File: config.mk
export PLATFORM = sky130hd
export DESIGN_NAME = rup_port
export DESIGN_NICKNAME = d
export VERILOG_FILES = /design/src/pkg/rup_pkg.sv /design/src/design/rup_fifo.sv /design/src/design/rup_port.sv
export SDC_FILE = /design/constraint.sdc
export NUM_CORES = 1
export LEC_CHECK = 0
export ABC_AREA = 1
export BUFFER_PORTS_ARGS = -buffer_cell sky130_fd_sc_hd__buf_4
export CORE_ASPECT_RATIO = 2
export CORE_MARGIN = 4
export CORE_UTILIZATION = 40
export DETAILED_ROUTE_END_ITERATION = 16
export PLACE_DENSITY = 0.65
export SLEW_MARGIN = 10
export SYNTH_ARGS = -nofsm -noshare
export SYNTH_HDL_FRONTEND = slang
export SYNTH_SLANG_ARGS = --single-unit
File: constraint.sdc
create_clock -name clk -period 3.3 [get_ports clk]
set_clock_uncertainty 0.1 [all_clocks]
set_input_delay 0.66 -clock clk [delete_from_list [all_inputs] [get_ports clk]]
set_output_delay 0.66 -clock clk [all_outputs]
set_load 0.02 [all_outputs]
File: src/pkg/rup_pkg.sv
// Constants, states and carrier types of the serial port
package rup_pkg;
    // Register offsets on address lines 2..0
    localparam logic [2:0] OFS_DATA = 3'h0;
    localparam logic [2:0] OFS_DIVH = 3'h1;
    localparam logic [2:0] OFS_IID = 3'h2;
    localparam logic [2:0] OFS_FMT = 3'h3;
    localparam logic [2:0] OFS_HSK = 3'h4;
    localparam logic [2:0] OFS_LST = 3'h5;
    // Frame format control fields
    localparam int FMT_STOP = 2;
    localparam int FMT_PAR_EN = 3;
    localparam int FMT_EVEN = 4;
    localparam int FMT_STICK = 5;
    localparam int FMT_BREAK = 6;
    localparam int FMT_DLS = 7;
    // Handshake control fields
    localparam int HSK_RTS = 1;
    localparam int HSK_LOOP = 4;
    // Link state fields
    localparam int LST_DR = 0;
    localparam int LST_THRE = 5;
    // Interrupt source codes
    localparam logic [7:0] IID_NONE = 8'h01;
    localparam logic [7:0] IID_THRE = 8'h02;
    localparam logic [7:0] IID_RXA = 8'h04;
    localparam logic [7:0] IID_LINE = 8'h06;
    // Reset values
    localparam logic [7:0] FMT_RST = 8'h00;
    localparam logic [7:0] HSK_RST = 8'h00;
    localparam logic [15:0] DIV_RST = 16'h000C;
    // Clock rates and baud generator
    localparam int CLK_HZ = 20000000;
    localparam int XTAL_HZ = 3686400;
    localparam int XACC_W = 25;
    localparam logic [XACC_W:0] XTAL_INC = (XACC_W + 1)'(XTAL_HZ);
    localparam logic [XACC_W:0] CLK_MOD = (XACC_W + 1)'(CLK_HZ);
    // Sample ticks, sixteen per bit
    localparam logic [5:0] BIT_LAST = 6'h0F;
    localparam logic [5:0] HALF_LAST = 6'h07;
    localparam logic [5:0] STOP1_TICKS = 6'h10;
    localparam logic [5:0] STOP15_TICKS = 6'h18;
    localparam logic [5:0] STOP2_TICKS = 6'h20;
    localparam int RX_DEPTH = 4;
    typedef enum logic [4:0] {TX_IDLE = 5'h01, TX_START = 5'h02, TX_DATA = 5'h04,
        TX_PAR = 5'h08, TX_STOP = 5'h10} rup_txst_t;
    typedef enum logic [4:0] {RX_IDLE = 5'h01, RX_START = 5'h02, RX_DATA = 5'h04,
        RX_PAR = 5'h08, RX_STOP = 5'h10} rup_rxst_t;
    typedef struct packed {
        logic wr;
        logic rd;
        logic [2:0] addr;
        logic [7:0] wdata;
    } rup_hreq_t;
    typedef struct packed {
        logic brk;
        logic frameErr;
        logic parErr;
        logic [7:0] data;
    } rup_rxchar_t;
endpackage

File: src/design/rup_fifo.sv
// Flip-flop FIFO with valid and ready on both sides
`timescale 1ns/100ps
module rup_fifo #(
    parameter int WIDTH = 8,
    parameter int DEPTH = 4
) (
    // Clock, reset and enable
    input wire logic clk,
    input wire logic rst_n,
    input wire logic ce,
    // Filling side
    input wire logic inValid,
    output logic inReady,
    input wire logic [WIDTH-1:0] inData,
    // Draining side
    output logic outValid,
    input wire logic outReady,
    output logic [WIDTH-1:0] outData
);
    localparam int PW = $clog2(DEPTH);
    logic [WIDTH-1:0] mem_q [DEPTH];
    logic [PW-1:0] wrPtr_q;
    logic [PW-1:0] rdPtr_q;
    logic [PW:0] count_q;
    logic push;
    logic pop;
    assign inReady = count_q != (PW + 1)'(DEPTH);
    assign outValid = count_q != '0;
    assign outData = mem_q[rdPtr_q];
    assign push = ce && inValid && inReady;
    assign pop = ce && outValid && outReady;
    always_ff @(posedge clk)
    begin
        if (push)
            mem_q[wrPtr_q] <= inData;
    end
    always_ff @(posedge clk or negedge rst_n)
    begin
        if (!rst_n)
        begin
            wrPtr_q <= '0;
            rdPtr_q <= '0;
            count_q <= '0;
        end
        else
        begin
            if (push)
                wrPtr_q <= (wrPtr_q == PW'(DEPTH - 1)) ? '0 : wrPtr_q + 1'b1;
            if (pop)
                rdPtr_q <= (rdPtr_q == PW'(DEPTH - 1)) ? '0 : rdPtr_q + 1'b1;
            case ({push, pop})
                2'b10: count_q <= count_q + 1'b1;
                2'b01: count_q <= count_q - 1'b1;
                default: count_q <= count_q;
            endcase
        end
    end
endmodule // rup_fifo

File: src/design/rup_port.sv
// Serial port core: byte registers, baud generator, transmitter, receiver
`timescale 1ns/100ps
module rup_port (
    // Clock, reset, enable
    input wire logic clk,
    input wire logic rst_n,
    input wire logic ce,
    // Host register port
    input wire rup_pkg::rup_hreq_t hostReq,
    output logic [7:0] rdData_q,
    // Serial line
    input wire logic rxLine,
    output logic txLine_q,
    output logic drvEn_q,
    output logic rtsOut
);
    import rup_pkg::*;

    logic [7:0] fmt_q;
    logic [7:0] hsk_q;
    logic [15:0] div_q;
    logic dls;
    logic loop;
    logic hWrData;
    logic hRdData;
    logic [2:0] lastIdx;
    logic [7:0] lenMask;
    logic [5:0] stopTicks;
    assign dls = fmt_q[FMT_DLS];
    assign loop = hsk_q[HSK_LOOP];
    assign rtsOut = hsk_q[HSK_RTS];
    assign hWrData = ce && hostReq.wr && hostReq.addr == OFS_DATA && !dls;
    assign hRdData = ce && hostReq.rd && hostReq.addr == OFS_DATA && !dls;
    assign lastIdx = 3'(fmt_q[1:0]) + 3'h4;
    assign lenMask = 8'hFF >> (2'h3 - fmt_q[1:0]);
    assign stopTicks = !fmt_q[FMT_STOP] ? STOP1_TICKS :
        (fmt_q[1:0] == 2'h0 ? STOP15_TICKS : STOP2_TICKS);

    function automatic logic parBit(input logic [7:0] d);
        if (fmt_q[FMT_STICK])
            return !fmt_q[FMT_EVEN];
        return (^(d & lenMask)) ^ !fmt_q[FMT_EVEN];
    endfunction

    // Register writes
    always_ff @(posedge clk or negedge rst_n)
    begin
        if (!rst_n)
        begin
            fmt_q <= FMT_RST;
            hsk_q <= HSK_RST;
            div_q <= DIV_RST;
        end
        else if (ce && hostReq.wr)
        begin
            case (hostReq.addr)
                OFS_DATA:
                    if (dls)
                        div_q[7:0] <= hostReq.wdata;
                OFS_DIVH:
                    if (dls)
                        div_q[15:8] <= hostReq.wdata;
                OFS_FMT: fmt_q <= hostReq.wdata;
                OFS_HSK: hsk_q <= hostReq.wdata;
                default: fmt_q <= fmt_q;
            endcase
        end
    end

    // Baud generator: crystal-rate pulses, then sixteen ticks per bit
    logic [XACC_W-1:0] xAcc_q;
    logic [XACC_W:0] xSum;
    logic xPulse_q;
    logic [16:0] divCnt_q;
    logic smpTick_q;
    assign xSum = {1'b0, xAcc_q} + XTAL_INC;
    always_ff @(posedge clk or negedge rst_n)
    begin
        if (!rst_n)
        begin
            xAcc_q <= '0;
            xPulse_q <= 1'b0;
        end
        else if (ce)
        begin
            xPulse_q <= xSum >= CLK_MOD;
            xAcc_q <= XACC_W'(xSum >= CLK_MOD ? xSum - CLK_MOD : xSum);
        end
    end
    always_ff @(posedge clk or negedge rst_n)
    begin
        if (!rst_n)
        begin
            divCnt_q <= '0;
            smpTick_q <= 1'b0;
        end
        else if (ce)
        begin
            smpTick_q <= 1'b0;
            if (xPulse_q && div_q != 16'h0000)
            begin
                if (divCnt_q >= {div_q, 1'b0} - 17'h00001)
                begin
                    divCnt_q <= '0;
                    smpTick_q <= 1'b1;
                end
                else
                    divCnt_q <= divCnt_q + 17'h00001;
            end
        end
    end

    // Transmit holding register and empty event
    rup_txst_t txSt_q;
    logic [7:0] thr_q;
    logic thrFull_q;
    logic thrEvt_q;
    logic txLoad;
    logic iidRd;
    logic [7:0] iid;
    assign txLoad = ce && smpTick_q && txSt_q == TX_IDLE && thrFull_q;
    assign iidRd = ce && hostReq.rd && hostReq.addr == OFS_IID;
    always_ff @(posedge clk or negedge rst_n)
    begin
        if (!rst_n)
        begin
            thr_q <= 8'h00;
            thrFull_q <= 1'b0;
            thrEvt_q <= 1'b0;
        end
        else
        begin
            if (hWrData)
                thr_q <= hostReq.wdata;
            if (hWrData)
                thrFull_q <= 1'b1;
            else if (txLoad)
                thrFull_q <= 1'b0;
            if (txLoad)
                thrEvt_q <= 1'b1;
            else if (hWrData || (iidRd && iid == IID_THRE))
                thrEvt_q <= 1'b0;
        end
    end

    // Transmitter
    logic [7:0] txSh_q;
    logic txPar_q;
    logic [5:0] txCnt_q;
    logic [2:0] txIdx_q;
    logic txSer;
    logic loopSer_q;
    always_ff @(posedge clk or negedge rst_n)
    begin
        if (!rst_n)
        begin
            txSt_q <= TX_IDLE;
            txSh_q <= 8'h00;
            txPar_q <= 1'b0;
            txCnt_q <= 6'h00;
            txIdx_q <= 3'h0;
        end
        else if (ce && smpTick_q)
        begin
            txCnt_q <= txCnt_q + 6'h01;
            case (txSt_q)
                TX_IDLE:
                    if (thrFull_q)
                    begin
                        txSt_q <= TX_START;
                        txSh_q <= thr_q & lenMask;
                        txPar_q <= parBit(thr_q);
                        txCnt_q <= 6'h00;
                    end
                TX_START:
                    if (txCnt_q == BIT_LAST)
                    begin
                        txSt_q <= TX_DATA;
                        txCnt_q <= 6'h00;
                        txIdx_q <= 3'h0;
                    end
                TX_DATA:
                    if (txCnt_q == BIT_LAST)
                    begin
                        txCnt_q <= 6'h00;
                        txSh_q <= txSh_q >> 1;
                        txIdx_q <= txIdx_q + 3'h1;
                        if (txIdx_q == lastIdx)
                            txSt_q <= fmt_q[FMT_PAR_EN] ? TX_PAR : TX_STOP;
                    end
                TX_PAR:
                    if (txCnt_q == BIT_LAST)
                    begin
                        txSt_q <= TX_STOP;
                        txCnt_q <= 6'h00;
                    end
                TX_STOP:
                    if (txCnt_q == stopTicks - 6'h01)
                        txSt_q <= TX_IDLE;
                default: txSt_q <= TX_IDLE;
            endcase
        end
    end
    always_comb
    begin
        case (txSt_q)
            TX_START: txSer = 1'b0;
            TX_DATA: txSer = txSh_q[0];
            TX_PAR: txSer = txPar_q;
            default: txSer = 1'b1;
        endcase
    end
    // Line outputs; loopback keeps the pair idle and the driver off
    always_ff @(posedge clk or negedge rst_n)
    begin
        if (!rst_n)
        begin
            txLine_q <= 1'b1;
            drvEn_q <= 1'b0;
            loopSer_q <= 1'b1;
        end
        else if (ce)
        begin
            txLine_q <= loop || (txSer && !fmt_q[FMT_BREAK]);
            drvEn_q <= !loop && (txSt_q != TX_IDLE || fmt_q[FMT_BREAK]);
            loopSer_q <= txSer && !fmt_q[FMT_BREAK];
        end
    end

    // Receiver
    rup_rxst_t rxSt_q;
    logic rxIn;
    logic [5:0] rxCnt_q;
    logic [2:0] rxIdx_q;
    logic [7:0] rxSh_q;
    logic rxPe_q;
    logic rxPush_q;
    rup_rxchar_t rxChar_q;
    assign rxIn = loop ? loopSer_q : rxLine;
    always_ff @(posedge clk or negedge rst_n)
    begin
        if (!rst_n)
        begin
            rxSt_q <= RX_IDLE;
            rxCnt_q <= 6'h00;
            rxIdx_q <= 3'h0;
            rxSh_q <= 8'h00;
            rxPe_q <= 1'b0;
            rxPush_q <= 1'b0;
            rxChar_q <= '0;
        end
        else if (ce)
        begin
            rxPush_q <= 1'b0;
            if (smpTick_q)
            begin
                rxCnt_q <= rxCnt_q + 6'h01;
                case (rxSt_q)
                    RX_IDLE:
                        if (!rxIn)
                        begin
                            rxSt_q <= RX_START;
                            rxCnt_q <= 6'h00;
                        end
                    RX_START:
                        if (rxCnt_q == HALF_LAST)
                        begin
                            rxSt_q <= rxIn ? RX_IDLE : RX_DATA;
                            rxCnt_q <= 6'h00;
                            rxIdx_q <= 3'h0;
                            rxSh_q <= 8'h00;
                            rxPe_q <= 1'b0;
                        end
                    RX_DATA:
                        if (rxCnt_q == BIT_LAST)
                        begin
                            rxCnt_q <= 6'h00;
                            rxSh_q[rxIdx_q] <= rxIn;
                            rxIdx_q <= rxIdx_q + 3'h1;
                            if (rxIdx_q == lastIdx)
                                rxSt_q <= fmt_q[FMT_PAR_EN] ? RX_PAR : RX_STOP;
                        end
                    RX_PAR:
                        if (rxCnt_q == BIT_LAST)
                        begin
                            rxSt_q <= RX_STOP;
                            rxCnt_q <= 6'h00;
                            rxPe_q <= rxIn != parBit(rxSh_q);
                        end
                    RX_STOP:
                        if (rxCnt_q == BIT_LAST)
                        begin
                            rxSt_q <= RX_IDLE;
                            rxPush_q <= 1'b1;
                            rxChar_q.brk <= !rxIn && rxSh_q == 8'h00;
                            rxChar_q.frameErr <= !rxIn;
                            rxChar_q.parErr <= rxPe_q;
                            rxChar_q.data <= rxSh_q;
                        end
                    default: rxSt_q <= RX_IDLE;
                endcase
            end
        end
    end

    // Receive buffer; a full buffer drops the character as an overrun
    logic rxRdy;
    logic rxValid;
    rup_rxchar_t rxHead;
    rup_fifo #(
        .WIDTH($bits(rup_rxchar_t)),
        .DEPTH(RX_DEPTH)
    ) u_rxFifo (
        .clk(clk),
        .rst_n(rst_n),
        .ce(ce),
        .inValid(rxPush_q),
        .inReady(rxRdy),
        .inData(rxChar_q),
        .outValid(rxValid),
        .outReady(hRdData),
        .outData(rxHead)
    );

    // Sticky line errors {break, framing, parity, overrun}; set beats read-clear
    logic [3:0] lsrErr_q;
    logic [3:0] lsrSet;
    logic [7:0] lsr;
    assign lsrSet = {4{rxPush_q}} &
        {rxChar_q.brk, rxChar_q.frameErr, rxChar_q.parErr, !rxRdy};
    always_ff @(posedge clk or negedge rst_n)
    begin
        if (!rst_n)
            lsrErr_q <= 4'h0;
        else if (ce)
            lsrErr_q <= (hostReq.rd && hostReq.addr == OFS_LST ? 4'h0 : lsrErr_q) | lsrSet;
    end
    assign lsr = {1'b0, !thrFull_q && txSt_q == TX_IDLE, !thrFull_q, lsrErr_q, rxValid};
    assign iid = lsrErr_q != 4'h0 ? IID_LINE : rxValid ? IID_RXA :
        thrEvt_q ? IID_THRE : IID_NONE;

    // Register reads, answered on the next edge
    always_ff @(posedge clk or negedge rst_n)
    begin
        if (!rst_n)
            rdData_q <= 8'h00;
        else if (ce && hostReq.rd)
        begin
            case (hostReq.addr)
                OFS_DATA: rdData_q <= dls ? div_q[7:0] : rxHead.data;
                OFS_DIVH: rdData_q <= dls ? div_q[15:8] : 8'h00;
                OFS_IID: rdData_q <= iid;
                OFS_FMT: rdData_q <= fmt_q;
                OFS_HSK: rdData_q <= hsk_q;
                OFS_LST: rdData_q <= lsr;
                default: rdData_q <= 8'h00;
            endcase
        end
    end
endmodule // rup_port

==> summary.md <==
| Metric | Value |
|---|---|
| Synthesis warning total | `0` |
| Number of sinks on the clock net | `190` |
| Origin of the critical flop-to-flop path | `div_q[1]$_DFFE_PN0P_` |
| Total Negative Setup Slacks | `0 ns` |
| Global-route wire length before repair | `42,300 µm` |
| Post-synthesis net count | `1,318` |
| FMAX | `316 MHz` |
| Area after detailed placement | `0.0111 mm²` |
| Number of slew-limit violations in the final report | `0` |
| Post-detailed-route count of antenna-violating nets | `0` |
| Final critical delay including setup and external delays | `3.16 ns` |
| Static leakage power | `5.67 nW` |
| Number of buffers inserted during clock tree synthesis | `17` |
| Post-route DRC | `0` |
| Worst R2R Path Depth | `19` |
| Number of buffers inserted by port buffering | `27` |
| Weighted congestion reported at the end of routability-driven placement | `0.903` |
| Via count of the first global-routing pass | `8,547` |
| Largest buffer count on any clock path | `2` |
| Path class of the lowest-slack min-delay path | `in -> async` |
| Cell count after placement | `1,637` |
| Clock slew seen by the registers of the worst setup and hold paths | `0.07 ns` |
| #FFs+latches synth | `190` |
| PnR worst setup slack | `0.140 ns` |
| H-Tree Depth | `4` |
| Total number of vias | `8,580` |
| Classification of the worst setup path | `reg -> reg` |
| Initial Utilization | `40.5%` |
| Worst slack at placement | `0.0137 ns` |
| Total Power | `8.59 mW` |
| Power density cells | `726 mW/mm²` |
| Kind of capture point of the worst setup path | `flop` |
| Critical path capture point | `divCnt_q[8]$_DFFE_PN0P_` |
| Area of the die | `0.0288 mm²` |
| Endpoint arrival time on the critical path | `3.43 ns` |
| Final setup vio count | `0` |
| Leading area contributor after synthesis | `dfrtp_1` |
| Largest net degree at the start of global routing | `78` |
| Critical R2R Capture | `divCnt_q[8]$_DFFE_PN0P_` |
| Layout fillers | `2,527` |
| Total global routing overflow | `0` |
| GRT Resource Usage Total | `18.8%` |
| Number of detailed-routing iterations run before antenna repair | `7` |
| Area Growth Syn to Fin | `13.9%` |
| Ordered cell list for the critical path | `nor2_1, nand2_1, nor3_4, nand3_2, nor3_4, nand2_1, nor2_2, nand3_1, xor2_1, inv_1, ha_1, a21oi_1, o21ai_0, a21oi_1, nand3_2, nand2_4, buf_4, nand2_1, a21oi_1` |
| Count of distinct cell types in the synthesized netlist | `54` |
| Max rail drop VDD | `455 µV` |
| Width of the chip | `122 µm` |
| Maximum capacitance violations | `0` |
| Final wirelength | `25,700 µm` |
| Slowest stage cell on the critical path | `dfrtp_1` |
| TritonCTS clock tree | `built` |
| Sequential fraction of the synthesis area | `47.4%` |
| Crit-path max cell delay | `0.39 ns` |
| Number of DRC markers after the initial detailed-route iteration | `464` |
| Flop2flop setup slack | `0.14 ns` |
| Design area | `0.0118 mm²` |
| Routed length per placed instance | `15.4 µm` |
| Number of antenna violations at the first check in global routing | `0` |
| Number of top-level pins | `28` |
| Area share of the largest cell type after synthesis | `36.6%` |
| Critical path launch point type | `flop` |
| Post-route non-filler standard cell count | `1,669` |
| Share of the clock period used by the worst path | `95.8%` |
| Worst endpoint required time | `3.57 ns` |
| Worst-case headroom to the max-slew limit | `50.8%` |
| Endpoints failing hold | `0` |
| Outcome | `finished clean` |
| Maximum net fanout on the critical path | `5` |
| Core Rows | `83` |
| Area of the placeable core | `0.0257 mm²` |
| Post-synth design cell area | `0.0104 mm²` |
| DP Wirelength | `19,800 µm` |
| Avg Inst Size Synth | `8.19 µm²` |
| Leading cell types by total area after synthesis | `dfrtp_1 (37%), nand2_1 (11%), edfxtp_1 (9.3%)` |
| Critical path origin | `div_q[1]$_DFFE_PN0P_` |
| Post-synthesis instance total | `1,267` |
| Commonest cells after routing, fill and taps aside | `nand2_1 (314), dfrtp_1 (152), inv_1 (143), nor2_1 (120), o21ai_0 (110)` |
| Ant. Diodes | `0` |
| Nets | `1,368` |
| Proportion of layout cells with a drive suffix above 1 | `11.6%` |
| Root Buffer | `clkbuf_16` |
| Slew of the pin with the lowest slew margin | `0.738 ns` |
| Clk Latency, worst-skew pair | `0.45 ns` |
| Commonest non-fill, non-tap cell in the layout | `nand2_1` |
| Vias per Instance | `5.14` |
| Vertical die dimension | `236 µm` |
[registers in the layout, summed over array words and instances (netlist names), 2 cells and up]
name              flops
lsrErr_q              4
txCnt_q               6
txSt_q                5
txSh_q                8
rxSt_q                5
rdData_q              8
divCnt_q             17
u_rxFifo.rdPtr_q      2
div_q                16
u_rxFifo.count_q      3
fmt_q                 8
xAcc_q               17
rxSh_q                8
thr_q                 8
hsk_q                 8
rxCnt_q               6
u_rxFifo.mem_q       32
u_rxFifo.wrPtr_q      2
rxIdx_q               3
rxChar_q             11
txIdx_q               3
[kinds of logic (layout without fill, tap and decap cells)]
family,count (synthesis),after routing,share of synthesized area [%]
AOI/OAI and AO/OA,196,196,10.5
xor gates and xnor gates,57,57,4.88
adders and majority gates,34,34,4.17
buffers and inverters,181,243,6.77
DFF,190,190,47.4
muxes,4,4,0.398
and+or+nand+nor,605,605,25.8
[worst min path at each step]
stage,startpoint,endpoint,slack [ns]
floorplan,rst_n,divCnt_q[0]$_DFFE_PN0P_,0.26
global placement,rdData_q[3]$_DFFE_PN0P_,rdData_q[3]$_DFFE_PN0P_,0.36
detailed placement,rdData_q[6]$_DFFE_PN0P_,rdData_q[6]$_DFFE_PN0P_,0.37
CTS,rst_n,rxChar_q[6]$_DFFE_PN0P_,0.16
global route,rst_n,rxChar_q[6]$_DFFE_PN0P_,0.18
finish,rst_n,rxChar_q[3]$_DFFE_PN0P_,0.14
[what timing repair did]
action / in CTS / in global routing
hold buffers: 0 / 0
buffers inserted: 0 / 1
pin swaps: 0 / 3
gates resized for setup: 0 / 13
endpoints found under the setup margin: 1 / 18
[routing by layer]
layer	part of all wire [%]	vias up	global-route usage [%]
met1	36	4069	19.1
met4	5.7	0	11.8
met3	3.3	75	3.10
li1	-	4259	-
met2	55	177	34.7
met5	0	-	0
[cells in the mapped netlist (all sizes together)]
cell type,number
fa,1
nand2,337
o22ai,11
o41ai,1
a21o,2
clkbuf,23
nor4,6
a31oi,4
nand3,70
a211oi,2
a41oi,1
xor2,42
mux2i,3
o21a,2
nand4,29
a22oi,1
dfstp,6
dfrtp,152
nor2,127
nor3,22
o31ai,2
clkinv,3
buf,6
o21bai,1
edfxtp,32
nand3b,3
xnor2,15
a21oi,40
a32o,1
or2,7
mux2,1
o32ai,7
o211ai,6
and3,4
a221oi,4
o21ai,111
ha,33
inv,149
[per-stage QoR]
stage / hold WS [ns] / util, %
2_1_floorplan: 0.264 / -
3_3_place_gp: 0.362 / 43.4
3_5_place_dp: 0.367 / 43.4
4_1_cts: 0.157 / 45.9
5_1_grt: 0.185 / 46.1
6_report: 0.135 / 46.1
[power breakdown]
group          leakage, nW  internal [mW]  switching, mW
clock                0.304           1.24          0.951
combinational         3.15           1.20           1.97
sequential            2.21           2.77          0.459
total                 5.67           5.21           3.38
[worst max-delay path, delay by kind of cell, from the launching register on]
family | cells | cell delay (ns)
flip-flops | 1 | 0.39
AO/OA/AOI/OAI | 4 | 0.56
adder cells (fa/ha/maj) | 1 | 0.30
AND/OR/NAND/NOR | 11 | 1.40
buffers and inverters | 2 | 0.18
XOR/XNOR | 1 | 0.13
[area by class of cell]
type                       instances  area [µm²]  share of cell area, %
clock buffer                      20         483                   4.08
multi-input combinational        896        4810                   40.7
tap                              340         425                   3.60
sequential                       190        4920                   41.6
clock inverter                    11         146                   1.24
timing repair buffer              60         467                   3.95
inverter                         152         574                   4.86
Note: power is estimated with default switching activity, not from simulation.
